[config.mk]
export PLATFORM = sky130hd
export DESIGN_NAME = btu_block_transfer_unit
export DESIGN_NICKNAME = d
export VERILOG_FILES = /design/src/btu_pkg.sv /design/src/btu_block_transfer_unit.sv
export SDC_FILE = /design/constraint.sdc
export NUM_CORES = 1
export LEC_CHECK = 0
export ABC_CLOCK_PERIOD_IN_PS = 3600
export BUFFER_PORTS_ARGS = -buffer_cell sky130_fd_sc_hd__buf_2
export CORE_ASPECT_RATIO = 1.25
export CORE_UTILIZATION = 45
export DETAILED_ROUTE_END_ITERATION = 6
export PLACE_DENSITY = 0.62
export SLEW_MARGIN = 20
export SYNTH_ARGS = -nofsm -noshare
export SYNTH_HDL_FRONTEND = slang
export SYNTH_SLANG_ARGS = --single-unit
[constraint.sdc]
create_clock -name mclk -period 3.6 [get_ports mclk]
set_clock_uncertainty 0.1 [all_clocks]
set_input_delay 0.18 -clock mclk [delete_from_list [all_inputs] [get_ports mclk]]
set_output_delay 0.18 -clock mclk [all_outputs]
set_load 0.02 [all_outputs]
[src/btu_pkg.sv]
// Shared constants and types for the block transfer unit
package btu_pkg;

    // ------------------------------------------------------------
    // Word layout (LSB-indexed; printed bit 15 is our bit 0)
    // ------------------------------------------------------------
    localparam int             WORD_W      = 16;
    localparam int             CHAN_W      = 3;
    localparam int             NUM_CHAN    = 8;
    localparam int             CHAN_LSB    = 0;
    localparam int             DEV_FLD_LSB = 3;
    localparam int             DEV_FLD_W   = 5;
    localparam int             CNT_LOW_W   = 8;
    localparam int             LIST_LEN    = 4;

    // ------------------------------------------------------------
    // Reset values
    // ------------------------------------------------------------
    localparam logic [15:0]    WORD_RST    = 16'h0000;
    localparam logic [2:0]     CHAN_RST    = 3'h0;

    // ------------------------------------------------------------
    // Timing
    // ------------------------------------------------------------
    localparam int             CLK_HZ          = 25_000_000;
    localparam int             MAX_RATE_HZ     = 500_000;
    // Least spacing between two transfers, rounded up
    localparam int             XFER_GAP_CYC    = (CLK_HZ + MAX_RATE_HZ - 1) / MAX_RATE_HZ;
    localparam int             GAP_W           = 6;

    // ------------------------------------------------------------
    // Types
    // ------------------------------------------------------------
    typedef enum logic [1:0]
    {
        BTU_OP_LIST,
        BTU_OP_READ,
        BTU_OP_WRITE
    } btu_op_t;

    typedef struct packed
    {
        logic [15:0] addr;
        logic [15:0] wdata;
        logic        we;
    } btu_mem_cmd_t;

endpackage : btu_pkg

[src/btu_block_transfer_unit.sv]
// Block transfer unit: activate decode, list fetch, data counting, memory requests
//
// Implementation choices: the register addresses and the strobed register port.
`timescale 1ns/10ps
//
// Overview of operation
// - Data transfers are spaced so the rate never exceeds 500 kHz.
// - Never claim two consecutive available memory cycles.
// - Device field of word one and all of list word three pass uninterpreted.
// - Accept both activate words when idle, only word one when device busy.
// - Matching activate pulses first-word strobe one clock; device field stays visible.
// - Busy stores nothing; otherwise word one to slot one, word two to slot three.
// - Channel field of word one is compared with the selected 3-bit code.
// - Word two is shown to the device during the second-word strobe, one clock longer if a list fetch starts then.
// - List fetch starts on device command, using the address in slot three, or in slot four when list_use_four is set.
// - Fetch exactly four consecutive list words from slot three or four address.
// - List word one goes to slot two and the bus with first-list strobe.
// - List word two goes to slot one and loads all sixteen counter bits, second-list strobe.
// - Counter zero is reported for the low eight bits and all sixteen.
// - List word three shown at third strobe, then held as register file output.
// - List word four goes to the slot not used for this fetch.
// - Channel code picks answered activates and request/acknowledge lines.
// - All eight lines arrive; only the selected one is driven or watched.
// - Raise a request before each transfer and wait any time for the grant.
module btu_block_transfer_unit
    import btu_pkg::*;
(
    input  wire logic                  mclk,
    input  wire logic                  resetn,
    input  wire logic [CHAN_W-1:0]     chan_switch,
    input  wire logic                  act_word1_valid,
    input  wire logic                  act_word2_valid,
    input  wire logic [WORD_W-1:0]     act_data,
    output logic      [NUM_CHAN-1:0]   mem_req,
    input  wire logic [NUM_CHAN-1:0]   mem_grant,
    output btu_mem_cmd_t               mem_cmd,
    input  wire logic [WORD_W-1:0]     mem_rdata,
    input  wire logic                  dev_busy,
    input  wire logic                  list_start,
    input  wire logic                  list_use_four,
    input  wire logic                  xfer_req,
    input  wire logic                  xfer_write,
    input  wire logic [WORD_W-1:0]     xfer_wdata,
    output logic                       first_word_strobe,
    output logic                       second_word_strobe,
    output logic      [DEV_FLD_W-1:0]  dev_field,
    output logic                       list1_strobe,
    output logic                       list2_strobe,
    output logic                       list3_strobe,
    output logic                       list_done,
    output logic                       xfer_done,
    output logic      [WORD_W-1:0]     dev_data,
    output logic                       cnt_zero_low,
    output logic                       cnt_zero_full
);

    // ------------------------------------------------------------
    // Channel switch synchroniser
    // ------------------------------------------------------------
    logic [CHAN_W-1:0] chan_meta;
    logic [CHAN_W-1:0] chan_code;

    always_ff @(posedge mclk or negedge resetn)
    begin
        if (!resetn)
        begin
            chan_meta <= CHAN_RST;
            chan_code <= CHAN_RST;
        end
        else
        begin
            chan_meta <= chan_switch;
            chan_code <= chan_meta;
        end
    end

    // ------------------------------------------------------------
    // Activate decode
    // ------------------------------------------------------------
    logic chan_match;
    logic word2_armed;
    logic take_word1;
    logic take_word2;

    assign chan_match = act_data[CHAN_LSB +: CHAN_W] == chan_code;
    assign take_word1 = act_word1_valid && chan_match;
    assign take_word2 = act_word2_valid && word2_armed;

    always_ff @(posedge mclk or negedge resetn)
    begin
        if (!resetn)
        begin
            word2_armed       <= 1'b0;
            first_word_strobe <= 1'b0;
            second_word_strobe <= 1'b0;
            dev_field         <= '0;
        end
        else
        begin
            first_word_strobe  <= take_word1;
            second_word_strobe <= take_word2;
            // Any word one decides the next word two, so a foreign one disarms
            if (act_word1_valid)
                word2_armed <= chan_match && !dev_busy;
            else if (act_word2_valid)
                word2_armed <= 1'b0;
            // Field is held for the device; never decoded here
            if (take_word1)
                dev_field <= act_data[DEV_FLD_LSB +: DEV_FLD_W];
        end
    end

    // ------------------------------------------------------------
    // Memory request engine
    // ------------------------------------------------------------
    typedef enum
    {
        ST_IDLE,
        ST_LIST,
        ST_DATA
    } btu_state_t;

    btu_state_t       state;
    logic             req_pending;
    logic [GAP_W-1:0] gap_cnt;
    logic [1:0]       list_idx;
    logic             used_four;
    logic             xfer_pend;
    logic             xfer_is_wr;
    logic [15:0]      xfer_wd;
    logic             granted;
    logic             gap_open;
    logic             list_go;
    logic [15:0]      word3;
    logic [15:0]      data_cnt;
    logic [15:0]      next_cnt;
    logic [15:0]      rf [1:4];

    assign granted  = req_pending && mem_grant[chan_code];
    assign gap_open = gap_cnt == '0;
    assign list_go  = state == ST_IDLE && list_start;

    // Per-channel request lines, only the selected one ever rises
    for (genvar gi = 0; gi < NUM_CHAN; gi++)
    begin : g_req
        always_ff @(posedge mclk or negedge resetn)
        begin
            if (!resetn)
                mem_req[gi] <= 1'b0;
            else
                mem_req[gi] <= req_pending && !granted && chan_code == CHAN_W'(gi);
        end
    end

    // Gap counter keeps a fixed spacing after every grant
    always_ff @(posedge mclk or negedge resetn)
    begin
        if (!resetn)
            gap_cnt <= '0;
        else if (granted)
            gap_cnt <= GAP_W'(XFER_GAP_CYC - 1);
        else if (!gap_open)
            gap_cnt <= gap_cnt - GAP_W'(1);
    end

    // Device transfer requests wait here until their data transfer is granted
    always_ff @(posedge mclk or negedge resetn)
    begin
        if (!resetn)
        begin
            xfer_pend  <= 1'b0;
            xfer_is_wr <= 1'b0;
            xfer_wd    <= WORD_RST;
        end
        else if (xfer_req && !xfer_pend)
        begin
            xfer_pend  <= 1'b1;
            xfer_is_wr <= xfer_write;
            xfer_wd    <= xfer_wdata;
        end
        else if (state == ST_DATA && granted)
        begin
            xfer_pend <= 1'b0;
        end
    end

    always_ff @(posedge mclk or negedge resetn)
    begin
        if (!resetn)
        begin
            state       <= ST_IDLE;
            req_pending <= 1'b0;
            list_idx    <= 2'h0;
            used_four   <= 1'b0;
            mem_cmd     <= '0;
        end
        else
        begin
            case (state)
                ST_IDLE:
                begin
                    if (list_start)
                    begin
                        state     <= ST_LIST;
                        list_idx  <= 2'h0;
                        used_four <= list_use_four;
                    end
                    else if (xfer_pend)
                    begin
                        state <= ST_DATA;
                    end
                end
                ST_LIST:
                begin
                    if (!req_pending && gap_open)
                    begin
                        req_pending   <= 1'b1;
                        mem_cmd.we    <= 1'b0;
                        mem_cmd.wdata <= WORD_RST;
                        mem_cmd.addr  <= (used_four ? rf[4] : rf[3]) + 16'(list_idx);
                    end
                    else if (granted)
                    begin
                        req_pending <= 1'b0;
                        list_idx    <= list_idx + 2'h1;
                        if (list_idx == 2'(LIST_LEN - 1))
                            state <= ST_IDLE;
                    end
                end
                ST_DATA:
                begin
                    if (!req_pending && gap_open)
                    begin
                        req_pending   <= 1'b1;
                        mem_cmd.we    <= xfer_is_wr;
                        mem_cmd.wdata <= xfer_wd;
                        mem_cmd.addr  <= rf[2];
                    end
                    else if (granted)
                    begin
                        req_pending <= 1'b0;
                        state       <= ST_IDLE;
                    end
                end
                default:
                begin
                    state       <= ST_IDLE;
                    req_pending <= 1'b0;
                end
            endcase
        end
    end

    // ------------------------------------------------------------
    // Register file
    // ------------------------------------------------------------
    logic list_grant;
    logic data_grant;

    assign list_grant = state == ST_LIST && granted;
    assign data_grant = state == ST_DATA && granted;

    always_ff @(posedge mclk or negedge resetn)
    begin
        if (!resetn)
        begin
            for (int i = 1; i <= 4; i++)
                rf[i] <= WORD_RST;
            word3 <= WORD_RST;
        end
        else if (take_word1 && !dev_busy)
        begin
            rf[1] <= act_data;
        end
        else if (take_word2)
        begin
            rf[3] <= act_data;
        end
        else if (list_grant)
        begin
            case (list_idx)
                2'h0: rf[2] <= mem_rdata;
                2'h1: rf[1] <= mem_rdata;
                2'h2: word3 <= mem_rdata;
                default:
                begin
                    // Chaining address lands in the slot not used now
                    if (used_four)
                        rf[3] <= mem_rdata;
                    else
                        rf[4] <= mem_rdata;
                end
            endcase
        end
        else if (data_grant)
        begin
            rf[2] <= rf[2] + 16'h0001;
        end
    end

    // ------------------------------------------------------------
    // Data counter
    // ------------------------------------------------------------
    always_comb
    begin
        next_cnt = data_cnt;
        if (list_grant && list_idx == 2'h1)
            next_cnt = mem_rdata;
        else if (data_grant && data_cnt != WORD_RST)
            next_cnt = data_cnt - 16'h0001;
    end

    always_ff @(posedge mclk or negedge resetn)
    begin
        if (!resetn)
        begin
            data_cnt      <= WORD_RST;
            cnt_zero_low  <= 1'b1;
            cnt_zero_full <= 1'b1;
        end
        else
        begin
            data_cnt      <= next_cnt;
            // Upper byte may carry device bits, so low byte is reported alone
            cnt_zero_low  <= next_cnt[CNT_LOW_W-1:0] == '0;
            cnt_zero_full <= next_cnt == WORD_RST;
        end
    end

    // ------------------------------------------------------------
    // Device strobes and data bus
    // ------------------------------------------------------------
    always_ff @(posedge mclk or negedge resetn)
    begin
        if (!resetn)
        begin
            list1_strobe <= 1'b0;
            list2_strobe <= 1'b0;
            list3_strobe <= 1'b0;
            list_done    <= 1'b0;
            xfer_done    <= 1'b0;
        end
        else
        begin
            list1_strobe <= list_grant && list_idx == 2'h0;
            list2_strobe <= list_grant && list_idx == 2'h1;
            list3_strobe <= list_grant && list_idx == 2'h2;
            list_done    <= list_grant && list_idx == 2'h3;
            xfer_done    <= data_grant;
        end
    end

    // Word two is on the bus in its strobe cycle (one more if a list fetch starts then); otherwise
    // list words one to three and read data follow their grants, else list word three is shown
    always_ff @(posedge mclk or negedge resetn)
    begin
        if (!resetn)
            dev_data <= WORD_RST;
        else if (take_word2)
            dev_data <= act_data;
        else if (list_grant && list_idx != 2'h3)
            dev_data <= mem_rdata;
        else if (data_grant && !xfer_is_wr)
            dev_data <= mem_rdata;
        else if (!list_go)
            dev_data <= word3;
    end

endmodule : btu_block_transfer_unit

Word-level counts from Yosys, hierarchy flattened
Cells that the tools add are included.

cells by class
  order comparisons = 1
  add/sub/neg operators = 5
  div/mod/pow operators = 0
  eq/ne operators = 30
  bitwise operators = 5
  shifts and indexed selects = 0
  reduce and logical (&&, ||, !) cells = 57
  $mul = 0
  multiplexer cells = 41

operator list
  kind                     number
  $mux W32                 9
  $mux W16                 13
  $pmux W32 S3             1
  $mux W33                 2
  $pmux W33 S2             1
  $eq A32 B2 Y1 const B    2
  $logic_not A32 Y1        2
  $eq A32 B1 Y1 const B    1
  $eq A32 B3 Y1 const B    1
  $logic_and A1 B1 Y1      26
  $ne A2 B2 Y1 const B     10
  $add A16 B1 Y16 const B  1
  $add A16 B2 Y16          1
  $logic_not A16 Y1        1
  $reduce_and A4 Y1        4
  $reduce_bool A16 Y1      1
  $sub A16 B1 Y16 const B  1
  $reduce_bool A2 Y1       7
  $eq A3 B3 Y1 const B     4
  $mux W6                  2
  $logic_not A8 Y1         1
  $mux W1                  7
  $eq A3 B2 Y1 const B     2
  $logic_not A6 Y1         1
  other kinds (25)         38

storage, ports and cells
  input port bits = 68
  logic and storage cells = 177
  ROM bits = 0
  output and inout port bits = 71
  RAM bits = 0
  memories kept = 0
  flip-flop bits (word level) = 218
  latch bits = 0

Depth between registers and ports, before layout
  word-level depth = 8
  depth in mapped cells = 13
  depth with buffers taken out = 10

Worst setup path after synthesis
Ideal clock, no wire load.

  path type = register to register
  from = register used_four
  to = register mem_cmd[29] in the netlist's numbering
  clock period less this slack = 2.954 ns
  arrival time = 2.728 ns
  buffers on the path = 3
  path slack = 0.646 ns
  data required time = 3.374 ns
  cell stages (with the launch flop) = 13
  setup time = 0.126 ns
  cells stage by stage = dfrtp_1 > buf_2 > buf_1 > buf_2 > mux2_2 > ha_1 > inv_1 > fa_1 > nor2_1 > nand3_1 > nor2_1 > xnor2_1 > a221o_1

between the ends
  word-level cells in the longest chain between the ends = 4

ends and longest elaborated chain
  item                      line                            source
  start: declaration        btu_block_transfer_unit.sv:127  logic used_four;
  start signal: assignment  btu_block_transfer_unit.sv:206  used_four <= list_use_four;
  $mux W16                  btu_block_transfer_unit.sv:220  mem_cmd.addr <= (used_four ? rf[4] : rf[3]) + 16'(list_idx);
  $add A16 B2 Y16           btu_block_transfer_unit.sv:220
  $mux W33                  btu_block_transfer_unit.sv:215  if (!req_pending && gap_open)
  $pmux W33 S2              btu_block_transfer_unit.sv:199  case (state)
  end: declaration          btu_block_transfer_unit.sv:36   output btu_mem_cmd_t mem_cmd,

Every way passes these cells. The select of a mux whose other input is x is not followed.
A chain may end at the register's enable or synchronous reset.

Worst setup path after layout
  from = register chan_code[1]
  to = register rf[25] in the netlist's numbering

between the ends
  word-level cells in the longest chain between the ends = 6
  elaborated cells between the ends (all ways) = 10
  classes of those cells = eq/ne: 1; mux: 2; bitwise: 1; reduce/logical: 6

ends and longest elaborated chain
  item                           line                            source
  start: declaration             btu_block_transfer_unit.sv:61   logic [CHAN_W-1:0] chan_code;
  start signal: assignment       btu_block_transfer_unit.sv:73   chan_code <= chan_meta;
  $bmux W1 S3                    btu_block_transfer_unit.sv:139  assign granted = req_pending && mem_grant[chan_code];
  $mux W1 (implied by the code)  btu_block_transfer_unit.sv:139
  $logic_and A1 B1 Y1            btu_block_transfer_unit.sv:139
  $logic_and A1 B1 Y1            btu_block_transfer_unit.sv:260  assign list_grant = state == ST_LIST && granted;
  $reduce_bool A2 Y1 (no line)   n/a
  $reduce_and A4 Y1 (no line) *  n/a
  end: declaration               btu_block_transfer_unit.sv:137  logic [15:0] rf [1:4];

Mark *: on every way between the ends. The rest lies on a longest branch, timed or not. The select of a mux whose other input is x is not followed.

==> results.md <==
* RSZ-0062 raised after global routing: no
* CTS Buf Count at 17
* Max VDD drop at 361 uV
* Worst Setup End Kind: register
* Clk sinks at 188
* Mapped cell area at 9120 um2
* Crit-path cells: mux2i_1 -> a22oi_1 -> nand4_1 -> nor2_4 -> a21oi_1 -> nor2_2 -> buf_4 -> nor2_1 -> a31oi_1 -> dlygate4sd3_1
* Drt total wl at 24.6 mm
* CTS resizes at 0
* Max Fclk at 296 MHz
* Routed via count at 7359
* Reg area at 4710 um2
* Detailed Place HPWL at 17.2 mm
* Post-synth top flop: dfrtp_1
* Grt ovf at 0
* Iter 0 DRT Violations at 519
* CP startpoint kind: register
* Fin crit share at 94.0%
* Area of the die at 20800 um2
* Die Y at 161 um
* Sw Share at 34.9%
* Total GRT Usage at 24.6%
* Psw at 2.26 mW
* Share of the synthesized area in the top cell type at 51.0%
* YS warnings at 0
* Pwr dens at 575 nW/um2
* Setup ws final at 0.218 ns
* Number of global-route vias before repair at 7199
* I/O pin count at 139
* Hold_ws at 0.00625 ns
* Flops & latches, synth at 188
* Synthesized instance count at 875
* CTS clk-pin slew, worst paths at 0.07 ns
* Post-DP Area at 10200 um2
* Req. time, crit path at 3.87 ns
* Final setup TNS at 0 ns
* Post-route ant nets at 0
* CTS Hold Bufs at 48
* Area Overhead vs Synth at 23.4%
* Filler Cell Count at 1763
* Internal at 4.21 mW
* Final RePlAce weighted congestion at 0.855
* Final nets at 1142
* Endpoints failing setup at 0
* Via density per instance at 5.50
* Layout cells sized above 1 at 25.2%
* Top cells by area, synth: dfrtp_1 (51%), mux2_2 (6.5%), nand2_1 (3.5%)
* Syn_nets at 957
* Worst-case clock buffer depth at 2
* Die X at 129 um
* Crit path arrival time at 3.65 ns
* Starting density of the core at 46.3%
* H-tree depth at 4
* Sequential fraction of the synthesis area at 51.6%
* Post-CTS Setup Bufs at 0
* CTS tree: built
* Synthesized area per cell at 10.4 um2
* Combined area of the multi-input logic cells at 4150 um2
* Slew Viols, Final at 0
* R2R Setup Slk at 0.22 ns
* Clock power share at 28.8%
* Worst-path maximum fanout at 32
* Crit path largest cell delay at 0.65 ns
* Cell area after layout at 11300 um2
* Combinational Power Share at 27.6%
* First-pass GRT wire length at 38.9 mm
* Inserted Diodes at 0
* Worst hold-check path type: in2reg
* Initial antenna violation count at 0
* Clk Latency, worst-skew pair at 0.44 ns
* Root Buffer: clkbuf_16
* Largest net degree at the start of global routing at 102
* Critical Path Slowest Stage Cell: dfrtp_1
* Rel. slew slack at 42.6%
* Post-layout power at 6.47 mW
* P_leak at 5.66 nW
* Final hold violations at 0
* DRT Pass-1 Iters at 5
* Place WS at 0.481 ns
* WS Path Type: reg2reg
* Worst-Margin Slew at 0.861 ns
* Most frequent cell after synthesis: dfrtp_1
* Dominant cell type by area after synthesis: dfrtp_1
* Drt drc at 0
* Flop pwr share at 43.6%
* MaxCap Viol Count at 0
* Total core area at 19700 um2
* Distinct cells, synth at 69
* PortBufs at 138
* Drt wl/cell at 18.4 um
* Commonest cells in the netlist: dfrtp_1 (186), nand2_1 (86), nor2_1 (83)
* Row count at 57
* Outcome: complete, no violations
* Crit path time final at 3.38 ns
* EDFF count, synth at 0
* Synth async-reset ratio at 100%
## power groups by stage
| stage | Combinational, mW | Sequential, mW | Clock (mW) |
|---|---|---|---|
| after CTS | 1.80 | 2.82 | 1.91 |
| after detailed placement | 1.73 | 2.86 | 0 |
| final | 1.78 | 2.82 | 1.87 |
| after global routing | 1.97 | 2.86 | 2.00 |
| after floorplan | 1.03 | 2.93 | 0 |
| after global placement | 1.71 | 2.85 | 0 |
## placed cells by master (no fill, tap or decap), types with 6 or more instances in the layout
master         instances
a211oi_1              15
a21o_1                15
a21oi_1               39
a22o_1                19
a31oi_1               26
and3_1                13
buf_2                137
buf_4                 24
clkbuf_16             17
dfrtp_1              186
dlygate4sd3_1         48
ha_1                  13
inv_1                 26
inv_6                  6
mux2_2                53
mux2i_1               31
nand2_1               86
nand3_1               36
nor2_1                82
nor3_1                14
nor4_1                 6
o21ai_0               39
o22ai_1                7
xnor2_1               20
xor2_1                 8
## layout make-up
cell class | count | area share, %
flip-flops and latches | 188 | 41.8
multi-input cells | 615 | 36.8
repair buffers | 211 | 12.3
clock buffers | 17 | 3.78
well taps | 265 | 2.95
clock inverters | 15 | 1.46
inverters | 27 | 0.901
## stage by stage
| stage | std cells | util, % |
|---|---|---|
| 5_1_grt | 1338 | 57.2 |
| 3_3_place_gp | 1258 | 51.7 |
| 4_1_cts | 1338 | 57.2 |
| 2_1_floorplan | 875 | - |
| 3_5_place_dp | 1258 | 51.7 |
| 6_report | 1338 | 57.2 |
## path summary, 6_finish.rpt
| path | from | endpoint | cells past startpoint |
|---|---|---|---|
| max in group asynchronous | resetn | rf[5] | 3 |
| min in group asynchronous | resetn | mem_req[2] | 2 |
| worst max register to register | chan_code[1] | rf[25] | 10 |
| worst min register to register | chan_meta[0] | chan_code[0] | 0 |
| worst min-delay path | mem_rdata[0] | rf[16] | 3 |
| worst max-delay path | chan_code[1] | rf[25] | 10 |
## routing by layer
| layer | part of all wire, % | vias up | GRT usage, % | routed length, um |
|---|---|---|---|---|
| li1 | - | 3508 | - | - |
| met1 | 43 | 3616 | 31.4 | 10600 |
| met4 | 2.9 | 0 | 9.63 | 705 |
| met3 | 3.9 | 44 | 4.01 | 960 |
| met2 | 50 | 191 | 41.4 | 12300 |
| met5 | 0 | - | 0 | 0 |
## state kept, by name (all words and copies together), names as in the netlist, 2 cells and up
register	flops
dev_data	16
list_idx	2
xfer_wd	16
word3	16
gap_cnt	6
dev_field	5
chan_code	3
state	2
mem_cmd	33
mem_req	8
chan_meta	3
data_cnt	16
rf	48
## worst max-delay path, delay by kind of cell (launching register included)
| kind | cells | cell delay [ns] |
|---|---|---|
| multiplexers | 1 | 0.24 |
| AND/OR/NAND/NOR | 4 | 0.82 |
| buffers and inverters | 2 | 0.90 |
| AO/OA/AOI/OAI | 3 | 0.60 |
| flip-flops | 1 | 0.65 |
## cell families (layout without fill, tap and decap cells)
| family | Yosys count | in the layout | synth area share, % |
|---|---|---|---|
| XOR/XNOR | 28 | 28 | 2.69 |
| flip-flops | 188 | 188 | 51.6 |
| AO/OA/AOI/OAI | 196 | 196 | 14.5 |
| AND/OR/NAND/NOR | 290 | 290 | 15.6 |
| adder cells (fa/ha/maj) | 14 | 14 | 2.00 |
| multiplexers | 87 | 87 | 10.4 |
| buffers and inverters | 72 | 270 | 3.29 |
(Power assumes the default switching activity.)
